**config.mk**
```make
export PLATFORM = sky130hd
export DESIGN_NAME = tkc_touch_key_cmd
export DESIGN_NICKNAME = d
export VERILOG_FILES = /design/src/hdl/tkc_pkg.sv /design/src/hdl/tkc_crc_if.sv /design/src/hdl/tkc_crc8.sv /design/src/hdl/tkc_touch_key_cmd.sv
export SDC_FILE = /design/constraint.sdc
export NUM_CORES = 1
export LEC_CHECK = 0
export ABC_AREA = 1
export ABC_CLOCK_PERIOD_IN_PS = 7200
export BUFFER_PORTS_ARGS = -buffer_cell sky130_fd_sc_hd__buf_4
export CAP_MARGIN = 20
export CORE_UTILIZATION = 35
export CTS_CLUSTER_DIAMETER = 80
export DETAILED_ROUTE_END_ITERATION = 16
export PLACE_DENSITY_LB_ADDON = 0.15
export SKIP_CTS_REPAIR_TIMING = 1
export SLEW_MARGIN = 30
export SYNTH_ARGS = -nofsm -noshare
export SYNTH_HDL_FRONTEND = slang
export SYNTH_SLANG_ARGS = --single-unit
```
**constraint.sdc**
```tcl
create_clock -name clock -period 7.2 [get_ports clock]
set_clock_uncertainty 0.1 [all_clocks]
set_input_delay 0.36 -clock clock [delete_from_list [all_inputs] [get_ports clock]]
set_output_delay 0.36 -clock clock [all_outputs]
set_load 0.03 [all_outputs]
```
**src/hdl/tkc_pkg.sv**
```systemverilog
/*
  shared constants, state type and crc step for the touch-key command block.
  assumes one 50 MHz system clock; every time figure below derives cycles from it.
*/
package tkc_pkg;

  ////////////////////////////////////////////////////////////////////////////////
  // clock and time figures
  localparam int CLK_HZ      = 50_000_000;
  localparam int MS_CYCLES   = CLK_HZ / 1000;  // one millisecond tick
  localparam int TIMEOUT_MS  = 100;            // inter-byte and repeat window
  localparam int SYNC_MS     = 100;            // mains sync pulse window
  localparam int RESP_MS     = 1;              // longest start of a normal answer
  localparam int EECRC_MS    = 20;             // longest eeprom crc computation
  localparam int RESP_CYCLES = RESP_MS * MS_CYCLES;

  ////////////////////////////////////////////////////////////////////////////////
  // key matrix
  localparam int NUM_KEYS  = 48;
  localparam int KEY_BYTES = 6;
  localparam int SETUPS_BYTES_DEF = 256;       // plain default, not a device figure

  ////////////////////////////////////////////////////////////////////////////////
  // command and answer bytes
  localparam logic [7:0] CMD_RESET  = 8'h04;
  localparam logic [7:0] CMD_STATUS = 8'h05;
  localparam logic [7:0] CMD_FIRST  = 8'h06;
  localparam logic [7:0] CMD_DETECT = 8'h07;
  localparam logic [7:0] CMD_SIGNAL = 8'h08;
  localparam logic [7:0] CMD_REF    = 8'h09;
  localparam logic [7:0] CMD_DELTA  = 8'h0a;
  localparam logic [7:0] CMD_ERRORS = 8'h0b;
  localparam logic [7:0] CMD_FAULT_ANALYSIS_CHECK   = 8'h0c;
  localparam logic [7:0] CMD_DUMP   = 8'h0d;
  localparam logic [7:0] CMD_EECRC  = 8'h0e;
  localparam logic [7:0] CMD_LAST   = 8'h0f;
  localparam logic [7:0] RSP_RESET  = 8'hfb;
  localparam logic [5:0] NO_KEY     = 6'h3f;
  localparam logic [7:0] DELTA_MAX  = 8'hff;
  localparam logic [7:0] FAULT_ANALYSIS_CHECK_ALL   = 8'hff;

  ////////////////////////////////////////////////////////////////////////////////
  // general status bit positions
  localparam int ST_COMMS  = 6;
  localparam int ST_FAULT_ANALYSIS_CHECK   = 5;
  localparam int ST_EEPROM = 4;
  localparam int ST_SYNC   = 3;
  localparam int ST_CALF   = 2;
  localparam int ST_INCAL  = 1;
  localparam int ST_DETECT = 0;

  ////////////////////////////////////////////////////////////////////////////////
  // single-byte answer crc
  localparam logic [7:0] CRC_POLY = 8'h07;
  localparam logic [7:0] CRC_INIT = 8'h00;

  typedef enum logic [2:0] {
    S_IDLE   = 3'b000,
    S_FETCH  = 3'b001,
    S_SEND   = 3'b010,
    S_WAITEE = 3'b011
  } tkc_state_t;

  // msb-first crc-8 over one byte
  function automatic logic [7:0] crc8Step(input logic [7:0] crc, input logic [7:0] d);
    logic [7:0] c;
    c = crc ^ d;
    for (int i = 0; i < 8; i++) begin
      c = c[7] ? ((c << 1) ^ CRC_POLY) : (c << 1);
    end
    return c;
  endfunction

endpackage

```
**src/hdl/tkc_crc_if.sv**
```systemverilog
/*
  carrier between the command block and its crc engine.
  assumes both ends run on the same clock.
*/
interface tkc_crc_if;
  logic       seed;  // restart crc folding in data
  logic       feed;  // fold data into running crc
  logic [7:0] data;
  logic [7:0] crc;
  modport engine (input seed, input feed, input data, output crc);
  modport user   (output seed, output feed, output data, input crc);
endinterface

```
**src/hdl/tkc_crc8.sv**
```systemverilog
/*
  running crc-8 engine for answer bytes.
  assumes seed and feed never rise together and a reset already synchronised.
*/
module tkc_crc8 (
  input wire logic   clock,
  input wire logic   rstSync_n,
  tkc_crc_if.engine  crcIf
);
  import tkc_pkg::*;

  logic [7:0] crc_r;

  // seed folds the command byte into a fresh crc so each answer is bound to its command
  always_ff @(posedge clock or negedge rstSync_n) begin
    if (!rstSync_n) begin
      crc_r <= CRC_INIT;
    end else if (crcIf.seed) begin
      crc_r <= crc8Step(CRC_INIT, crcIf.data);
    end else if (crcIf.feed) begin
      crc_r <= crc8Step(crc_r, crcIf.data);
    end
  end

  assign crcIf.crc = crc_r;

endmodule

```
**src/hdl/tkc_touch_key_cmd.sv**
```systemverilog
/*
  host command interpreter of a touch-key matrix controller: reset, status,
  key reports, signal dumps, error and scan-line reports, setups and eeprom crc.
  assumes bytes already deframed from the serial port, key data read
  combinationally at keyIndex/setupsAddr, and an outer reset driven by resetReq.
*/
module tkc_touch_key_cmd #(
  parameter int MS_TICK      = tkc_pkg::MS_CYCLES,
  parameter int SETUPS_BYTES = tkc_pkg::SETUPS_BYTES_DEF
) (
  input  wire logic                        clock,
  input  wire logic                        rst_n,
  input  wire logic                        rxValid,
  input  wire logic [7:0]                  rxByte,
  output logic      [7:0]                  txByte,
  output logic                             txValid,
  input  wire logic                        txReady,
  input  wire logic                        commsErrEvt,
  input  wire logic [tkc_pkg::NUM_KEYS-1:0] keyDetect,
  input  wire logic [tkc_pkg::NUM_KEYS-1:0] keyCal,
  input  wire logic [tkc_pkg::NUM_KEYS-1:0] keyEnabled,
  input  wire logic [tkc_pkg::NUM_KEYS-1:0] keyCalFail5,
  input  wire logic [tkc_pkg::NUM_KEYS-1:0] keyLowSignal,
  output logic      [5:0]                  keyIndex,
  input  wire logic [15:0]                 sigWord,
  input  wire logic [15:0]                 refWord,
  output logic      [9:0]                  setupsAddr,
  input  wire logic [7:0]                  setupsData,
  input  wire logic [15:0]                 setupsCrc,
  output logic                             eeCrcReq,
  input  wire logic                        eeCrcValid,
  input  wire logic [15:0]                 eeCrcWord,
  input  wire logic                        faultCheckFail,
  input  wire logic                        eepromCorrupt,
  input  wire logic [7:0]                  xLineFault,
  input  wire logic                        yLineFault,
  input  wire logic                        syncEnable,
  input  wire logic                        syncPulse,
  output logic                             reducedSpeed,
  output logic                             sensingHalt,
  output logic                             resetReq,
  output logic                             calAllReq
);
  import tkc_pkg::*;

  if (MS_TICK < 2 || MS_TICK > 65535) begin : g_bad_tick
    $error("MS_TICK out of range");
  end
  if (SETUPS_BYTES < 1 || SETUPS_BYTES > 1000) begin : g_bad_setups
    $error("SETUPS_BYTES out of range");
  end

  ////////////////////////////////////////////////////////////////////////////////
  // reset release and millisecond tick
  logic        rstQ1;
  logic        rstSync_n;
  logic [15:0] msCnt_r;
  logic        msTick;

  always_ff @(posedge clock or negedge rst_n) begin
    if (!rst_n) begin
      {rstSync_n, rstQ1} <= 2'b00;
    end else begin
      {rstSync_n, rstQ1} <= {rstQ1, 1'b1};
    end
  end

  assign msTick = (msCnt_r == 16'(MS_TICK - 1));

  // a tick divider keeps the 100 ms windows at 7-bit counters
  always_ff @(posedge clock or negedge rstSync_n) begin
    if (!rstSync_n) begin
      msCnt_r <= '0;
    end else begin
      msCnt_r <= msTick ? 16'h0000 : msCnt_r + 16'h0001;
    end
  end

  ////////////////////////////////////////////////////////////////////////////////
  // status views
  function automatic logic [5:0] firstKey(input logic [NUM_KEYS-1:0] v);
    logic [5:0] k;
    k = NO_KEY;
    for (int i = NUM_KEYS - 1; i >= 0; i--) begin
      if (v[i]) k = 6'(i);
    end
    return k;
  endfunction

  function automatic logic [7:0] byteOf(input logic [NUM_KEYS-1:0] v, input logic [2:0] b);
    return v[b*8 +: 8];
  endfunction

  logic                commsFlag_r;
  logic                syncErr_r;
  logic [NUM_KEYS-1:0] keyErr;
  logic [7:0]          statusByte;
  logic [7:0]          firstByte;
  logic [16:0]         diff;
  logic [7:0]          delta;

  assign keyErr     = (keyEnabled & keyLowSignal) | keyCal;
  assign statusByte = {1'b0, commsFlag_r, faultCheckFail, eepromCorrupt, syncErr_r,
                       |(keyEnabled & (keyCalFail5 | keyLowSignal)),
                       |keyCal, |keyDetect};
  assign firstByte  = {|(keyDetect & (keyDetect - 48'h1)),
                       (|statusByte[ST_COMMS:ST_CALF]) | (|keyErr),
                       firstKey(keyDetect)};
  assign diff       = {1'b0, refWord} - {1'b0, sigWord};
  // negative deltas floor at zero, large ones saturate
  assign delta      = diff[16] ? 8'h00 : (|diff[15:8] ? DELTA_MAX : diff[7:0]);

  ////////////////////////////////////////////////////////////////////////////////
  // command engine
  tkc_state_t  state_r;
  logic [7:0]  cmd_r;
  logic [7:0]  lastCmd_r;
  logic [7:0]  prevCmd_r;
  logic [9:0]  idx_r;
  logic [9:0]  nData_r;
  logic        withCrc_r;
  logic [7:0]  txByte_r;
  logic [6:0]  paceMs_r;
  logic        armed_r;
  logic [6:0]  armMs_r;
  logic [15:0] eeCrc_r;
  logic        accept;
  logic        startGo;
  logic        startCrc;
  logic [9:0]  startLen;
  logic        done;
  logic [7:0]  srcByte;
  tkc_crc_if   crcIf ();

  tkc_crc8 u_crc (
    .clock     (clock),
    .rstSync_n (rstSync_n),
    .crcIf     (crcIf.engine)
  );

  assign accept = (state_r == S_IDLE) && rxValid;
  assign done   = txReady && (idx_r == (withCrc_r ? nData_r : nData_r - 10'd1));

  // answer length per command; unknown bytes are only remembered
  always_comb begin
    startGo  = 1'b1;
    startCrc = 1'b0;
    startLen = 10'd1;
    unique case (rxByte)
      CMD_RESET:                       startGo = armed_r;
      CMD_STATUS, CMD_FIRST, CMD_FAULT_ANALYSIS_CHECK: startCrc = 1'b1;
      CMD_DETECT, CMD_ERRORS: begin
        startCrc = 1'b1;
        startLen = 10'(KEY_BYTES);
      end
      CMD_SIGNAL, CMD_REF:             startLen = 10'(2 * NUM_KEYS);
      CMD_DELTA:                       startLen = 10'(NUM_KEYS);
      CMD_DUMP:                        startLen = 10'(SETUPS_BYTES + 2);
      CMD_EECRC:                       startLen = 10'd2;
      CMD_LAST:                        startLen = 10'd1;
      default:                         startGo = 1'b0;
    endcase
  end

  // byte source follows the current index; crc byte closes answers flagged withCrc_r
  always_comb begin
    srcByte = 8'h00;
    if (withCrc_r && idx_r == nData_r) begin
      srcByte = crcIf.crc;
    end else begin
      unique case (cmd_r)
        CMD_RESET:  srcByte = RSP_RESET;
        CMD_STATUS: srcByte = statusByte;
        CMD_FIRST:  srcByte = firstByte;
        CMD_DETECT: srcByte = byteOf(keyDetect, idx_r[2:0]);
        CMD_ERRORS: srcByte = byteOf(keyErr, idx_r[2:0]);
        CMD_SIGNAL: srcByte = idx_r[0] ? sigWord[15:8] : sigWord[7:0];
        CMD_REF:    srcByte = idx_r[0] ? refWord[15:8] : refWord[7:0];
        CMD_DELTA:  srcByte = delta;
        CMD_FAULT_ANALYSIS_CHECK:   srcByte = yLineFault ? FAULT_ANALYSIS_CHECK_ALL : xLineFault;
        CMD_DUMP: begin
          if (idx_r < 10'(SETUPS_BYTES)) srcByte = setupsData;
          else srcByte = idx_r == 10'(SETUPS_BYTES) ? setupsCrc[7:0] : setupsCrc[15:8];
        end
        CMD_EECRC:  srcByte = idx_r[0] ? eeCrc_r[15:8] : eeCrc_r[7:0];
        CMD_LAST:   srcByte = ~prevCmd_r;
        default:    srcByte = 8'h00;
      endcase
    end
  end

  assign keyIndex   = (cmd_r == CMD_DELTA) ? idx_r[5:0] : idx_r[6:1];
  assign setupsAddr = idx_r;
  assign txByte     = txByte_r;
  assign txValid    = (state_r == S_SEND);
  assign crcIf.seed = accept;
  assign crcIf.feed = txValid && txReady && idx_r < nData_r;
  assign crcIf.data = accept ? rxByte : txByte_r;

  // main sequence; bytes arriving while an answer is in flight are ignored
  always_ff @(posedge clock or negedge rstSync_n) begin
    if (!rstSync_n) begin
      state_r   <= S_IDLE;
      cmd_r     <= 8'h00;
      idx_r     <= '0;
      nData_r   <= 10'd1;
      withCrc_r <= 1'b0;
      txByte_r  <= 8'h00;
      paceMs_r  <= '0;
      eeCrc_r   <= 16'h0000;
    end else begin
      unique case (state_r)
        S_IDLE: begin
          paceMs_r <= '0;
          if (accept && startGo) begin
            cmd_r     <= rxByte;
            idx_r     <= '0;
            nData_r   <= startLen;
            withCrc_r <= startCrc;
            state_r   <= (rxByte == CMD_EECRC) ? S_WAITEE : S_FETCH;
          end
        end
        S_WAITEE: begin
          if (eeCrcValid) begin
            eeCrc_r <= eeCrcWord;
            state_r <= S_FETCH;
          end else if (msTick) begin
            paceMs_r <= paceMs_r + 7'd1;
            if (paceMs_r == 7'(EECRC_MS - 1)) state_r <= S_IDLE;
          end
        end
        S_FETCH: begin
          txByte_r <= srcByte;
          paceMs_r <= '0;
          state_r  <= S_SEND;
        end
        S_SEND: begin
          if (done) begin
            state_r <= S_IDLE;
          end else if (txReady) begin
            idx_r   <= idx_r + 10'd1;
            state_r <= S_FETCH;
          end else if (msTick) begin
            paceMs_r <= paceMs_r + 7'd1;
            if (paceMs_r == 7'(TIMEOUT_MS - 1)) state_r <= S_IDLE;
          end
        end
      endcase
    end
  end

  ////////////////////////////////////////////////////////////////////////////////
  // last command, reset arming, comms flag
  always_ff @(posedge clock or negedge rstSync_n) begin
    if (!rstSync_n) begin
      lastCmd_r <= 8'h00;
      prevCmd_r <= 8'h00;
    end else if (accept) begin
      lastCmd_r <= rxByte;
      prevCmd_r <= lastCmd_r;
    end
  end

  // any other byte or an expired window drops the first reset byte
  always_ff @(posedge clock or negedge rstSync_n) begin
    if (!rstSync_n) begin
      armed_r <= 1'b0;
      armMs_r <= '0;
    end else if (accept) begin
      armed_r <= (rxByte == CMD_RESET) && !armed_r;
      armMs_r <= '0;
    end else if (armed_r && msTick) begin
      armMs_r <= armMs_r + 7'd1;
      if (armMs_r == 7'(TIMEOUT_MS - 1)) armed_r <= 1'b0;
    end
  end

  // a new fault in the clearing cycle keeps the flag set
  always_ff @(posedge clock or negedge rstSync_n) begin
    if (!rstSync_n) begin
      commsFlag_r <= 1'b0;
    end else if (commsErrEvt) begin
      commsFlag_r <= 1'b1;
    end else if (accept && rxByte == CMD_LAST && lastCmd_r == CMD_LAST) begin
      commsFlag_r <= 1'b0;
    end
  end

  ////////////////////////////////////////////////////////////////////////////////
  // mains sync watch, sensing halt, reset and calibration requests
  logic [6:0] syncMs_r;
  logic       started_r;
  logic       halt_r;
  logic       resetReq_r;
  logic       eeReq_r;

  always_ff @(posedge clock or negedge rstSync_n) begin
    if (!rstSync_n) begin
      syncMs_r  <= '0;
      syncErr_r <= 1'b0;
    end else if (!syncEnable || syncPulse) begin
      syncMs_r  <= '0;
      syncErr_r <= 1'b0;
    end else if (msTick) begin
      if (syncMs_r == 7'(SYNC_MS - 1)) syncErr_r <= 1'b1;
      else syncMs_r <= syncMs_r + 7'd1;
    end
  end

  // the outer reset must follow resetReq; calibration restarts after any reset
  always_ff @(posedge clock or negedge rstSync_n) begin
    if (!rstSync_n) begin
      started_r  <= 1'b0;
      calAllReq  <= 1'b0;
      resetReq_r <= 1'b0;
      eeReq_r    <= 1'b0;
      halt_r     <= 1'b0;
    end else begin
      started_r  <= 1'b1;
      calAllReq  <= !started_r;
      resetReq_r <= txValid && done && cmd_r == CMD_RESET;
      eeReq_r    <= accept && rxByte == CMD_EECRC;
      if (accept && rxByte == CMD_DUMP) halt_r <= 1'b1;
      else if (state_r == S_IDLE) halt_r <= 1'b0;
    end
  end

  assign reducedSpeed = syncErr_r;
  assign sensingHalt  = halt_r;
  assign resetReq     = resetReq_r;
  assign eeCrcReq     = eeReq_r;

  ////////////////////////////////////////////////////////////////////////////////
  // checks
  a_fb_before_reset: assert property (@(posedge clock) disable iff (!rstSync_n)
    resetReq |-> $past(txByte) == RSP_RESET && $past(cmd_r) == CMD_RESET)
    else $error("reset request without 0xfb answer");
  a_cal_after_reset: assert property (@(posedge clock) disable iff (!rstSync_n)
    !started_r |=> calAllReq)
    else $error("no calibration after reset");
  a_status_reserved: assert property (@(posedge clock) disable iff (!rstSync_n)
    txValid && cmd_r == CMD_STATUS && idx_r == 10'd0 |-> !txByte[7])
    else $error("status reserved bit set");
  a_first_none: assert property (@(posedge clock) disable iff (!rstSync_n)
    state_r == S_FETCH && cmd_r == CMD_FIRST && idx_r == 10'd0 && keyDetect == '0
    |=> txByte[5:0] == NO_KEY)
    else $error("idle key field not 0x3f");
  a_comms_sticky: assert property (@(posedge clock) disable iff (!rstSync_n)
    commsFlag_r && !(accept && rxByte == CMD_LAST) |=> commsFlag_r)
    else $error("comms flag cleared early");
  a_sync_error: assert property (@(posedge clock) disable iff (!rstSync_n)
    syncEnable && !syncPulse && msTick && syncMs_r == 7'(SYNC_MS - 1)
    |=> syncErr_r && reducedSpeed)
    else $error("sync error not raised");
  a_halt_dump: assert property (@(posedge clock) disable iff (!rstSync_n)
    state_r != S_IDLE && cmd_r == CMD_DUMP |-> sensingHalt)
    else $error("sensing not halted in dump");
  a_pace_abort: assert property (@(posedge clock) disable iff (!rstSync_n)
    txValid && !txReady && msTick && paceMs_r == 7'(TIMEOUT_MS - 1) |=> state_r == S_IDLE)
    else $error("slow host did not abort");
  a_fast_start: assert property (@(posedge clock) disable iff (!rstSync_n)
    accept && rxByte == CMD_STATUS |-> ##2 txValid && txByte == statusByte)
    else $error("status answer late");

endmodule

```
### After elaboration in Yosys (flattened, before gate mapping)

Index checks and enable logic that the tools add are counted.

| storage, ports and cells | value |
|---|---|
| register bits | 127 |
| input bits | 339 |
| output and inout bits | 30 |
| word-level logic and storage cells | 270 |

| cells by class | value |
|---|---|
| $add $sub $neg | 8 |
| order comparisons | 2 |
| eq/ne operators | 46 |
| shift operators | 2 |
| mux-type cells | 117 |
| bitwise operators | 24 |
| reduce and logical (&&, ||, !) cells | 47 |

Operator list:

| operator | count |
|---|---|
| $mux W6 | 48 |
| $reduce_or A48 Y1 | 5 |
| $and A48 B48 Y48 | 3 |
| $eq A8 B4 Y1 const B | 17 |
| $mux W8 | 12 |
| $or A48 B48 Y48 | 2 |
| $pmux W8 S12 | 1 |
| $shiftx A48 B7 Y8 | 2 |
| $mux W3 | 24 |
| $eq A8 B3 Y1 const B | 8 |
| $mux W7 | 9 |
| $reduce_or A52 Y1 | 1 |
| $not A3 Y3 | 16 |
| $sub A48 B1 Y48 const B | 1 |
| $pmux W9 S5 | 1 |
| $mux W10 | 4 |
| $add A7 B1 Y7 const B | 3 |
| $eq A7 B7 Y1 const B | 3 |
| $pmux W7 S3 | 1 |
| $eq A10 B10 Y1 | 2 |
| $pmux W10 S2 | 1 |
| $sub A16 B16 Y17 | 1 |
| $add A16 B1 Y16 const B | 1 |
| $eq A16 B16 Y1 const B | 1 |
| 34 further kinds | 79 |

### Logic depth before layout (Yosys ltp)

Gate-level depths: netlist of run 1.

| logic depth | value |
|---|---|
| depth after elaboration | 50 |
| gate-level depth with buffers | 50 |
| gate-level depth less buffers | 50 |

### By module

From an unflattened synthesis of run 1, not the netlist that was laid out.

| unflattened totals | value |
|---|---|
| cell total of the unflattened synthesis | 1734 |
| area total of the unflattened synthesis | 11255.8 sq um |

By module, submodules not included:

| module | times used | cells each | area each (sq um) | seq. area each (sq um) |
|---|---|---|---|---|
| tkc_touch_key_cmd | 1 | 1565 | 10254.8 | 2879.0 |
| tkc_crc8 | 1 | 169 | 1001.0 | 200.2 |

### Worst setup path after synthesis of run 1

Ideal clock, no wire load.

| path | value |
|---|---|
| path kind | reg-to-reg |
| from | reg idx_r[0], in the netlist setupsAddr[0] |
| to | reg txByte_r[0], in the netlist txByte[0] |
| setup time | 123 ps |
| arrival time | 3574 ps |
| data required time | 6977 ps |
| path slack | 3404 ps |
| stages on the path, launching flop included | 16 |
| path buffers | 4 |
| cell sequence | dfrtp_1 > clkbuf_1 > inv_1 > clkbuf_1 > clkbuf_1 > clkbuf_1 > ha_1 > nand3_1 > nor3_1 > mux2_2 > o21ai_0 > o2111ai_1 > a2111oi_2 > nand2_1 > nand2_1 > a21oi_2 |

| between the ends | value |
|---|---|
| word-level cells in the longest chain between the ends | 5 |
| elaborated cells between the ends (all ways) | 13 |
| classes of those cells | 1 x order compare; 2 x eq/ne; 2 x shift; 7 x mux; 1 x reduce/logical |

RTL lines:

| element | RTL line | RTL |
|---|---|---|
| start: declaration | tkc_touch_key_cmd.sv:119 | `logic [9:0] idx_r;` |
| start signal: assignment | tkc_touch_key_cmd.sv:241 | `idx_r <= idx_r + 10'd1;` |
| branches (longest 4 deep; another with $lt A10 B9 Y1) | n/a |  |
| $mux W8 * | tkc_touch_key_cmd.sv:168 | `if (withCrc_r && idx_r == nData_r) begin` |
| end signal: assignment | tkc_touch_key_cmd.sv:233 | `txByte_r <= srcByte;` |
| end: declaration | tkc_touch_key_cmd.sv:122 | `logic [7:0] txByte_r;` |

Every way passes the cells marked *.
A chain may end at the register's enable or synchronous reset.

### Worst setup path in the final report of run 1

| path | value |
|---|---|
| from | reg cmd_r[5] |
| to | reg txByte_r[0], in the netlist txByte[0] |

| between the ends | value |
|---|---|
| word-level cells in the longest chain between the ends | 3 |
| elaborated cells between the ends (all ways) | 14 |
| classes of those cells | 12 x eq/ne; 2 x mux |

RTL lines:

| element | RTL line | RTL |
|---|---|---|
| start: declaration | tkc_touch_key_cmd.sv:116 | `logic [7:0] cmd_r;` |
| start signal: assignment | tkc_touch_key_cmd.sv:216 | `cmd_r <= rxByte;` |
| $eq A8 B4 Y1 or $eq A8 B3 Y1 (tied branches) | tkc_touch_key_cmd.sv:171 | `unique case (cmd_r)` |
| $pmux W8 S12 * | tkc_touch_key_cmd.sv:171 |  |
| $mux W8 * | tkc_touch_key_cmd.sv:168 |  |

Every way passes the cells marked *; elsewhere a longest branch is shown, timed or not.

==> results of run 1 <==
layout make-up:
type / count / area share
antenna: 1 / 0.0001695
inverter: 234 / 0.05950
sequential: 123 / 0.2089
multi-input combinational: 1230 / 0.4646
tap: 396 / 0.03356
timing repair buffer: 379 / 0.1929
clock inverter: 15 / 0.01153
clock buffer: 17 / 0.02882
flip-flops by register name, summed over array words and instances, names as in the netlist, 2 cells and up:
register,count
syncMs_r,7
state_r,2
msCnt_r,16
lastCmd_r,8
paceMs_r,7
prevCmd_r,8
eeCrc_r,16
setupsAddr,10
u_crc.crcIf.crc,8
nData_r,7
armMs_r,7
cmd_r,8
txByte,8
kinds of logic (layout without fill, tap and decap cells):
logic type                 Yosys count  count (layout)  share of synthesized area
adders and majority gates           35              35                    0.04008
other                                1               3                  0.0003423
and+or+nand+nor                    640             640                     0.2601
AOI/OAI and AO/OA                  465             465                     0.2468
DFF                                123             123                     0.2810
buffers and inverters              278             645                    0.09524
muxes                               29              29                    0.02923
xor gates and xnor gates            59              59                    0.04716
routing by layer:
layer  up-vias  track usage
met4         0      0.05473
met5         -            0
met1      6184       0.4387
met2       549       0.4965
met3        36      0.04580
li1       6308            -
worst register-to-register path: cells and delay by family, from the launching register on:
family	cells	cell delay, ns
buf+inv	5	1.53
simple gates	8	1.16
compound gates	5	0.73
flops	1	0.37
stage by stage:
step | worst slack, ns | cells | util
2_1_floorplan | 3.404 | 1631 | -
3_3_place_gp | 2.850 | 2361 | 0.4611
3_5_place_dp | 2.757 | 2361 | 0.4612
4_1_cts | 2.753 | 2393 | 0.4807
5_1_grt | 2.614 | 2395 | 0.4814
6_report | 3.169 | 2395 | 0.4814
cells in the final DEF (no fill, tap or decap), types with 4 or more instances in the layout:
cell and count:
inv_1 222, nand2_1 272, a21o_1 19, a31oi_1 21
o211ai_1 18, a21oi_1 137, nor3_1 45, nor2_2 6
clkbuf_16 17, mux2i_1 5, mux2_2 24, o31ai_1 7
o22ai_1 7, o2111ai_1 7, nor2_4 5, buf_4 378
inv_6 7, a22oi_1 9, a211oi_1 6, dfrtp_1 120
ha_1 31, inv_2 9, nand3_1 53, xnor2_1 20
nand4_1 42, nor4_1 33, o21ai_0 193, nor3b_1 4
xor2_1 39, nor2_1 165
power groups by stage:
stage	sequential (mW)	combinational, mW	clock [mW]
floorplan	1.09	1.31	0
global placement	1.12	1.92	0
detailed placement	1.12	1.93	0
CTS	1.11	1.94	0.895
global route	1.14	2.17	0.927
finish	1.11	1.96	0.881
worst max path at each step:
stage,startpoint,end,slack [ns],cells past startpoint
global placement,state_r[1],setupsAddr[9],2.85,11
finish,cmd_r[5],txByte[0],3.17,18
global route,cmd_r[5],txByte[0],2.61,18
floorplan,setupsAddr[0],txByte[0],3.40,15
CTS,state_r[1],setupsAddr[9],2.75,11
detailed placement,state_r[1],setupsAddr[9],2.76,11
==> results.md, run 1 <==
- Core Region: 30,670 um2
- Fraction of registers with async set/reset: 1.000
- Top-count cell post-synth: nand2_1
- Sw power: 1.777 mW
- Setup crit end kind: flop
- Clock slew at reported path FFs: 0.07 ns
- R2r startpoint: cmd_r[5]
- Post-synth cell types: 64
- Seq. cell area: 3084 um2
- Pin count of the biggest net entering global routing: 56
- Critical path required time: 7.40 ns
- Combinational share of power: 0.495
- Residual DRC: 0
- Deepest clock path buffer count: 2
- Minimum clock period: 4.031 ns
- Final Max Tran Viols: 0
- CP Cell Sequence: nor4_1 -> inv_1 -> nor2_1 -> inv_1 -> nor2_2 -> buf_4 -> clkinv_1 -> buf_4 -> nand2_1 -> o211ai_1 -> nand3_1 -> o31ai_1 -> o21ai_0 -> nor2_1 -> a2111oi_2 -> nand2_1 -> nand2_1 -> a21oi_2
- Worst-Margin Slew: 0.8451 ns
- Top-area cell type share of the netlist area: 0.2786
- DIE AREA: 32,020 um2
- Final Total Pwr: 3.950 mW
- Initial Utilization: 0.3573
- Finished Cell Area: 14,760 um2
- Top delay family on crit path: buffers and inverters
- Clock root buffer: clkbuf_16
- H-tree Lvls: 4
- Mapped Area: 10,960 um2
- Syn Inst Count: 1,630
- Top post-synthesis cells by area: dfrtp_1 28%, nand2_1 9.4%, o21ai_0 8.8%
- Top FF cell, synth: dfrtp_1
- Hold path depth: 2
- Pwr per Cell Area: 267.6 nW/um2
- Reg2Reg Setup Slack: 3.17 ns
- CP Max Fanout: 44
- Initial antenna violation count: 1
- Met1 wire length: 22.72 mm
- First-pass DRT Iterations: 5
- Critical path class: flop to flop
- Area of the multi-input gates: 6859 um2
- Period utilization: 0.5599
- DRT iter0 DRCs: 1,353
- First-pass GRT wire length: 73.34 mm
- Status: finished clean
- DPL Wire Length: 41.54 mm
- FP Rows: 64
- Final hold violation count: 0
- CP most frequent cell: nand2_1
- Synth warn: 0
- Gr usage total: 0.3087
- Placer Congestion: 1.036
- WP buf/inv: 5
- EDFF count, synth: 0
- Reg power frac: 0.282
- Area post-placement: 14,150 um2
- Pint: 2.173 mW
- Slew Limit Headroom: 0.4220
- HP Start: commsErrEvt
- DR top layer: met4
- Vias in the first global route: 12,480
- Setup violators final: 0
- Hold EP: commsFlag_r
- Chip height: 178.9 um
- DRT antenna net count: 0
- Unrepaired setup endpoints after global routing: false
- CTS buffer count: 17
- Post-synthesis register bit count: 123
- TritonCTS clock tree: yes
- Capture point of the worst reg-to-reg path: txByte[0]
- Syn Area/Cell: 6.722 um2
- Metal2 WL: 22.36 mm
- Synth cell count leaders: 273 x nand2_1, 223 x inv_1, 193 x o21ai_0
- Fmax: 0.2481 GHz
- Sum of negative setup slack: 0 ns
- Layout cells sized above 1: 0.2402
- Ports: 369
- Max-Cap Viols: 0
- Slowest cell delay on critical path: 0.55 ns
- Crit path max-delay cell type: clkinv_1
- Overflow after GRT: 0
- Fillers: 3,189
- Worst Hold Class: input port to flop
- Via density: 5.460
- Yosys top cell by area: dfrtp_1
- Vias: 13,080
- CP Data Arrival Time: 4.23 ns
- Clock Latency Late Sink: 0.43 ns
- Clock power share: 0.223
- Peak VDD IR: 0.0001882 V
- Final wirelength: 49.30 mm
- FF-to-FF path depth: 18
- Switching share of power: 0.4498
- Critical Path Start Type: flop
- Die width: 178.9 um
- Leakage: 7.023 nW
- Area grow syn2layout: 34.74%
- Register area share after synthesis: 0.2810
- Met3 WL: 3.698 mm
- Port bufs: 368
- Avg WL per Cell: 20.59 um
- Nets: 2,356
- Clock tree sinks: 123
- Worst hold slack: 0.03157 ns
Power figures use the tool's default switching activity.
==> run 2, diff against run 1 <==
Settings changed: ABC_CLOCK_PERIOD_IN_PS 7200 to 3200.
Clock period 7.2 ns to 3.2 ns, I/O delays scaled along.
==> results.md, run 2 (same netlist as run 1, synthesis figures left out) <==
- R2r startpoint: nData_r[0]
- Failing checks: negative hold slack
- CP Data Arrival Time: 3.32 ns (-0.91 ns)
- TritonCTS clock tree: yes
- Top delay family on crit path: compound AO/OA/AOI/OAI gates
- Avg WL per Cell: 20.20 um (-1.9%)
- Share of the core filled with cells: 0.5222 (+0.04080)
- Fillers: 3,109 (-2.5%)
- Vias in the first global route: 13,290 (+6.5%)
- Max-Cap Viols: 0 (unchanged)
- Ports: 369 (unchanged)
- Period utilization: 0.9820
- Setup ws final: 0.05748 ns (-3.112 ns)
- Critical Path Start: sigWord[0]
- WP buf/inv: 3 (-2)
- Pwr per Cell Area: 578.1 nW/um2 (+120%)
- Leakage: 7.676 nW (+9.3%)
- Slew Limit Headroom: 0.5105 (+0.08845)
- Final hold violation count: 2 (+2)
- Sum of negative setup slack: 0 ns (unchanged)
- Port bufs: 368 (unchanged)
- Critical Path Start Type: input port
- CP most frequent cell: nand2_1
- Crit path max-delay cell type: fa_2
- Placer Congestion: 0.9874 (-4.7%)
- Initial antenna violation count: 4 (+3)
- Chip height: 178.9 um (unchanged)
- Clock tree sinks: 123 (unchanged)
- Gr usage total: 0.3161 (+0.007410)
- Via density: 5.364 (-1.8%)
- Fmax: 0.3182 GHz
- Setup crit end kind: flop
- Layout cells sized above 1: 0.2856 (+0.04534)
- Deepest clock path buffer count: 2 (unchanged)
- Peak VDD IR: 0.0004999 V (+170%)
- Status: finished with violations
- DPL Wire Length: 42.77 mm (+3.0%)
- HP Start: rxByte[3]
- Vias: 13,530 (+3.4%)
- Setup violators final: 0 (unchanged)
- Area of the multi-input gates: 7044 um2 (+2.7%)
- Area grow syn2layout: 46.16%
- Final Max Tran Viols: 0 (unchanged)
- Nets: 2,480 (+5.3%)
- Unrepaired setup endpoints after global routing: true
- Critical path required time: 3.38 ns (-4.02 ns)
- Final wirelength: 50.94 mm (+3.3%)
- DIE AREA: 32,020 um2 (unchanged)
- Worst-Margin Slew: 0.7276 ns (-0.1175 ns)
- FP Rows: 64 (unchanged)
- Die width: 178.9 um (unchanged)
- DRT iter0 DRCs: 1,147 (-15%)
- H-tree Lvls: 4 (unchanged)
- Slowest cell delay on critical path: 0.39 ns (-0.16 ns)
- CP Max Fanout: 4 (-91%)
- Final Total Pwr: 9.257 mW (+130%)
- Worst hold slack: -0.008763 ns (-0.04033 ns)
- Clock root buffer: clkbuf_16
- Seq. cell area: 3084 um2 (unchanged)
- DRT antenna net count: 0 (unchanged)
- Residual DRC: 0 (unchanged)
- Clock Latency Late Sink: 0.42 ns (about the same)
- First-pass DRT Iterations: 5 (unchanged)
- CTS buffer count: 17 (unchanged)
- Clock slew at reported path FFs: 0.07 ns (about the same)
- Critical path class: input port to flop
- Core Region: 30,670 um2 (unchanged)
- Initial Utilization: 0.3573 (unchanged)
- Reg2Reg Setup Slack: 0.19 ns (-2.98 ns)
- Worst slack, placed: -0.3684 ns (-3.126 ns)
- Pin count of the biggest net entering global routing: 60 (+7.1%)
- First-pass GRT wire length: 75.02 mm (+2.3%)
- Most frequent cells in the layout: 472 x buf_4, 268 x nand2_1, 220 x inv_1, 190 x o21ai_0, 161 x nor2_1
- Most common cell after layout, fill and taps aside: buf_4
- Minimum clock period: 3.143 ns
- Overflow after GRT: 0 (unchanged)
- Worst Hold Class: input port to flop
run 2: cell count changes in the layout (fill, tap and decap cells not counted), sizes merged:
cell / before / now
diode: 1 / 4
clkinvlp: 2 / 3
inv: 240 / 239
buf: 378 / 478
dlygate4sd3: 1 / 25
run 2: area by class of cell:
type                    count  area share
diodes                      4   0.0006250
clock buffers              17     0.02656
clock inverters            15     0.01094
inverters                 234     0.05524
multi-input cells        1230      0.4399
flip-flops and latches    123      0.1926
well taps                 396     0.03094
repair buffers            503      0.2432
run 2: path summary, 6_finish.rpt:
path / depth (start not counted) / end
hold / removal: 3 / lastCmd_r[3]
min in group asynchronous: 0 / eeCrc_r[9]
setup / recovery: 25 / txByte[4]
hold reg to reg: 0 / eeCrc_r[9]
setup reg to reg: 14 / setupsAddr[9]
max in group asynchronous: 1 / txByte[0]
run 2: stage by stage:
stage | instance area [um2] | cells | hold WS, ns
6_report | 16010 | 2522 | -0.008763
5_1_grt | 16010 | 2522 | 0.003613
4_1_cts | 15530 | 2489 | -0.6060
3_5_place_dp | 14930 | 2457 | -0.1543
3_3_place_gp | 14930 | 2457 | -0.1555
2_1_floorplan | 11010 | 1631 | -0.2356
run 2: power by group:
| part | leakage (nW) | switching (mW) | internal [mW] | total, mW |
|---|---|---|---|---|
| Sequential | 1.54 | 0.393 | 2.01 | 2.40 |
| Clock | 0.289 | 0.884 | 1.12 | 2.00 |
| Combinational | 5.85 | 2.86 | 1.99 | 4.85 |
| Total | 7.68 | 4.14 | 5.12 | 9.26 |
run 2: per-layer routing:
metal | up-vias | part of all wire | GRT usage | wire [um]
li1 | 6558 | - | - | -
met1 | 6299 | 0.44 | 0.4271 | 22620
met2 | 592 | 0.44 | 0.4875 | 22570
met3 | 79 | 0.088 | 0.07697 | 4484
met4 | 0 | 0.025 | 0.1109 | 1267
met5 | - | 0 | 0 | 0
run 2: worst min-delay path: cells and delay by family:
family / cells / cell delay, ns
buf+inv: 1 / 0.14
compound gates: 1 / 0.08
simple gates: 1 / 0.09
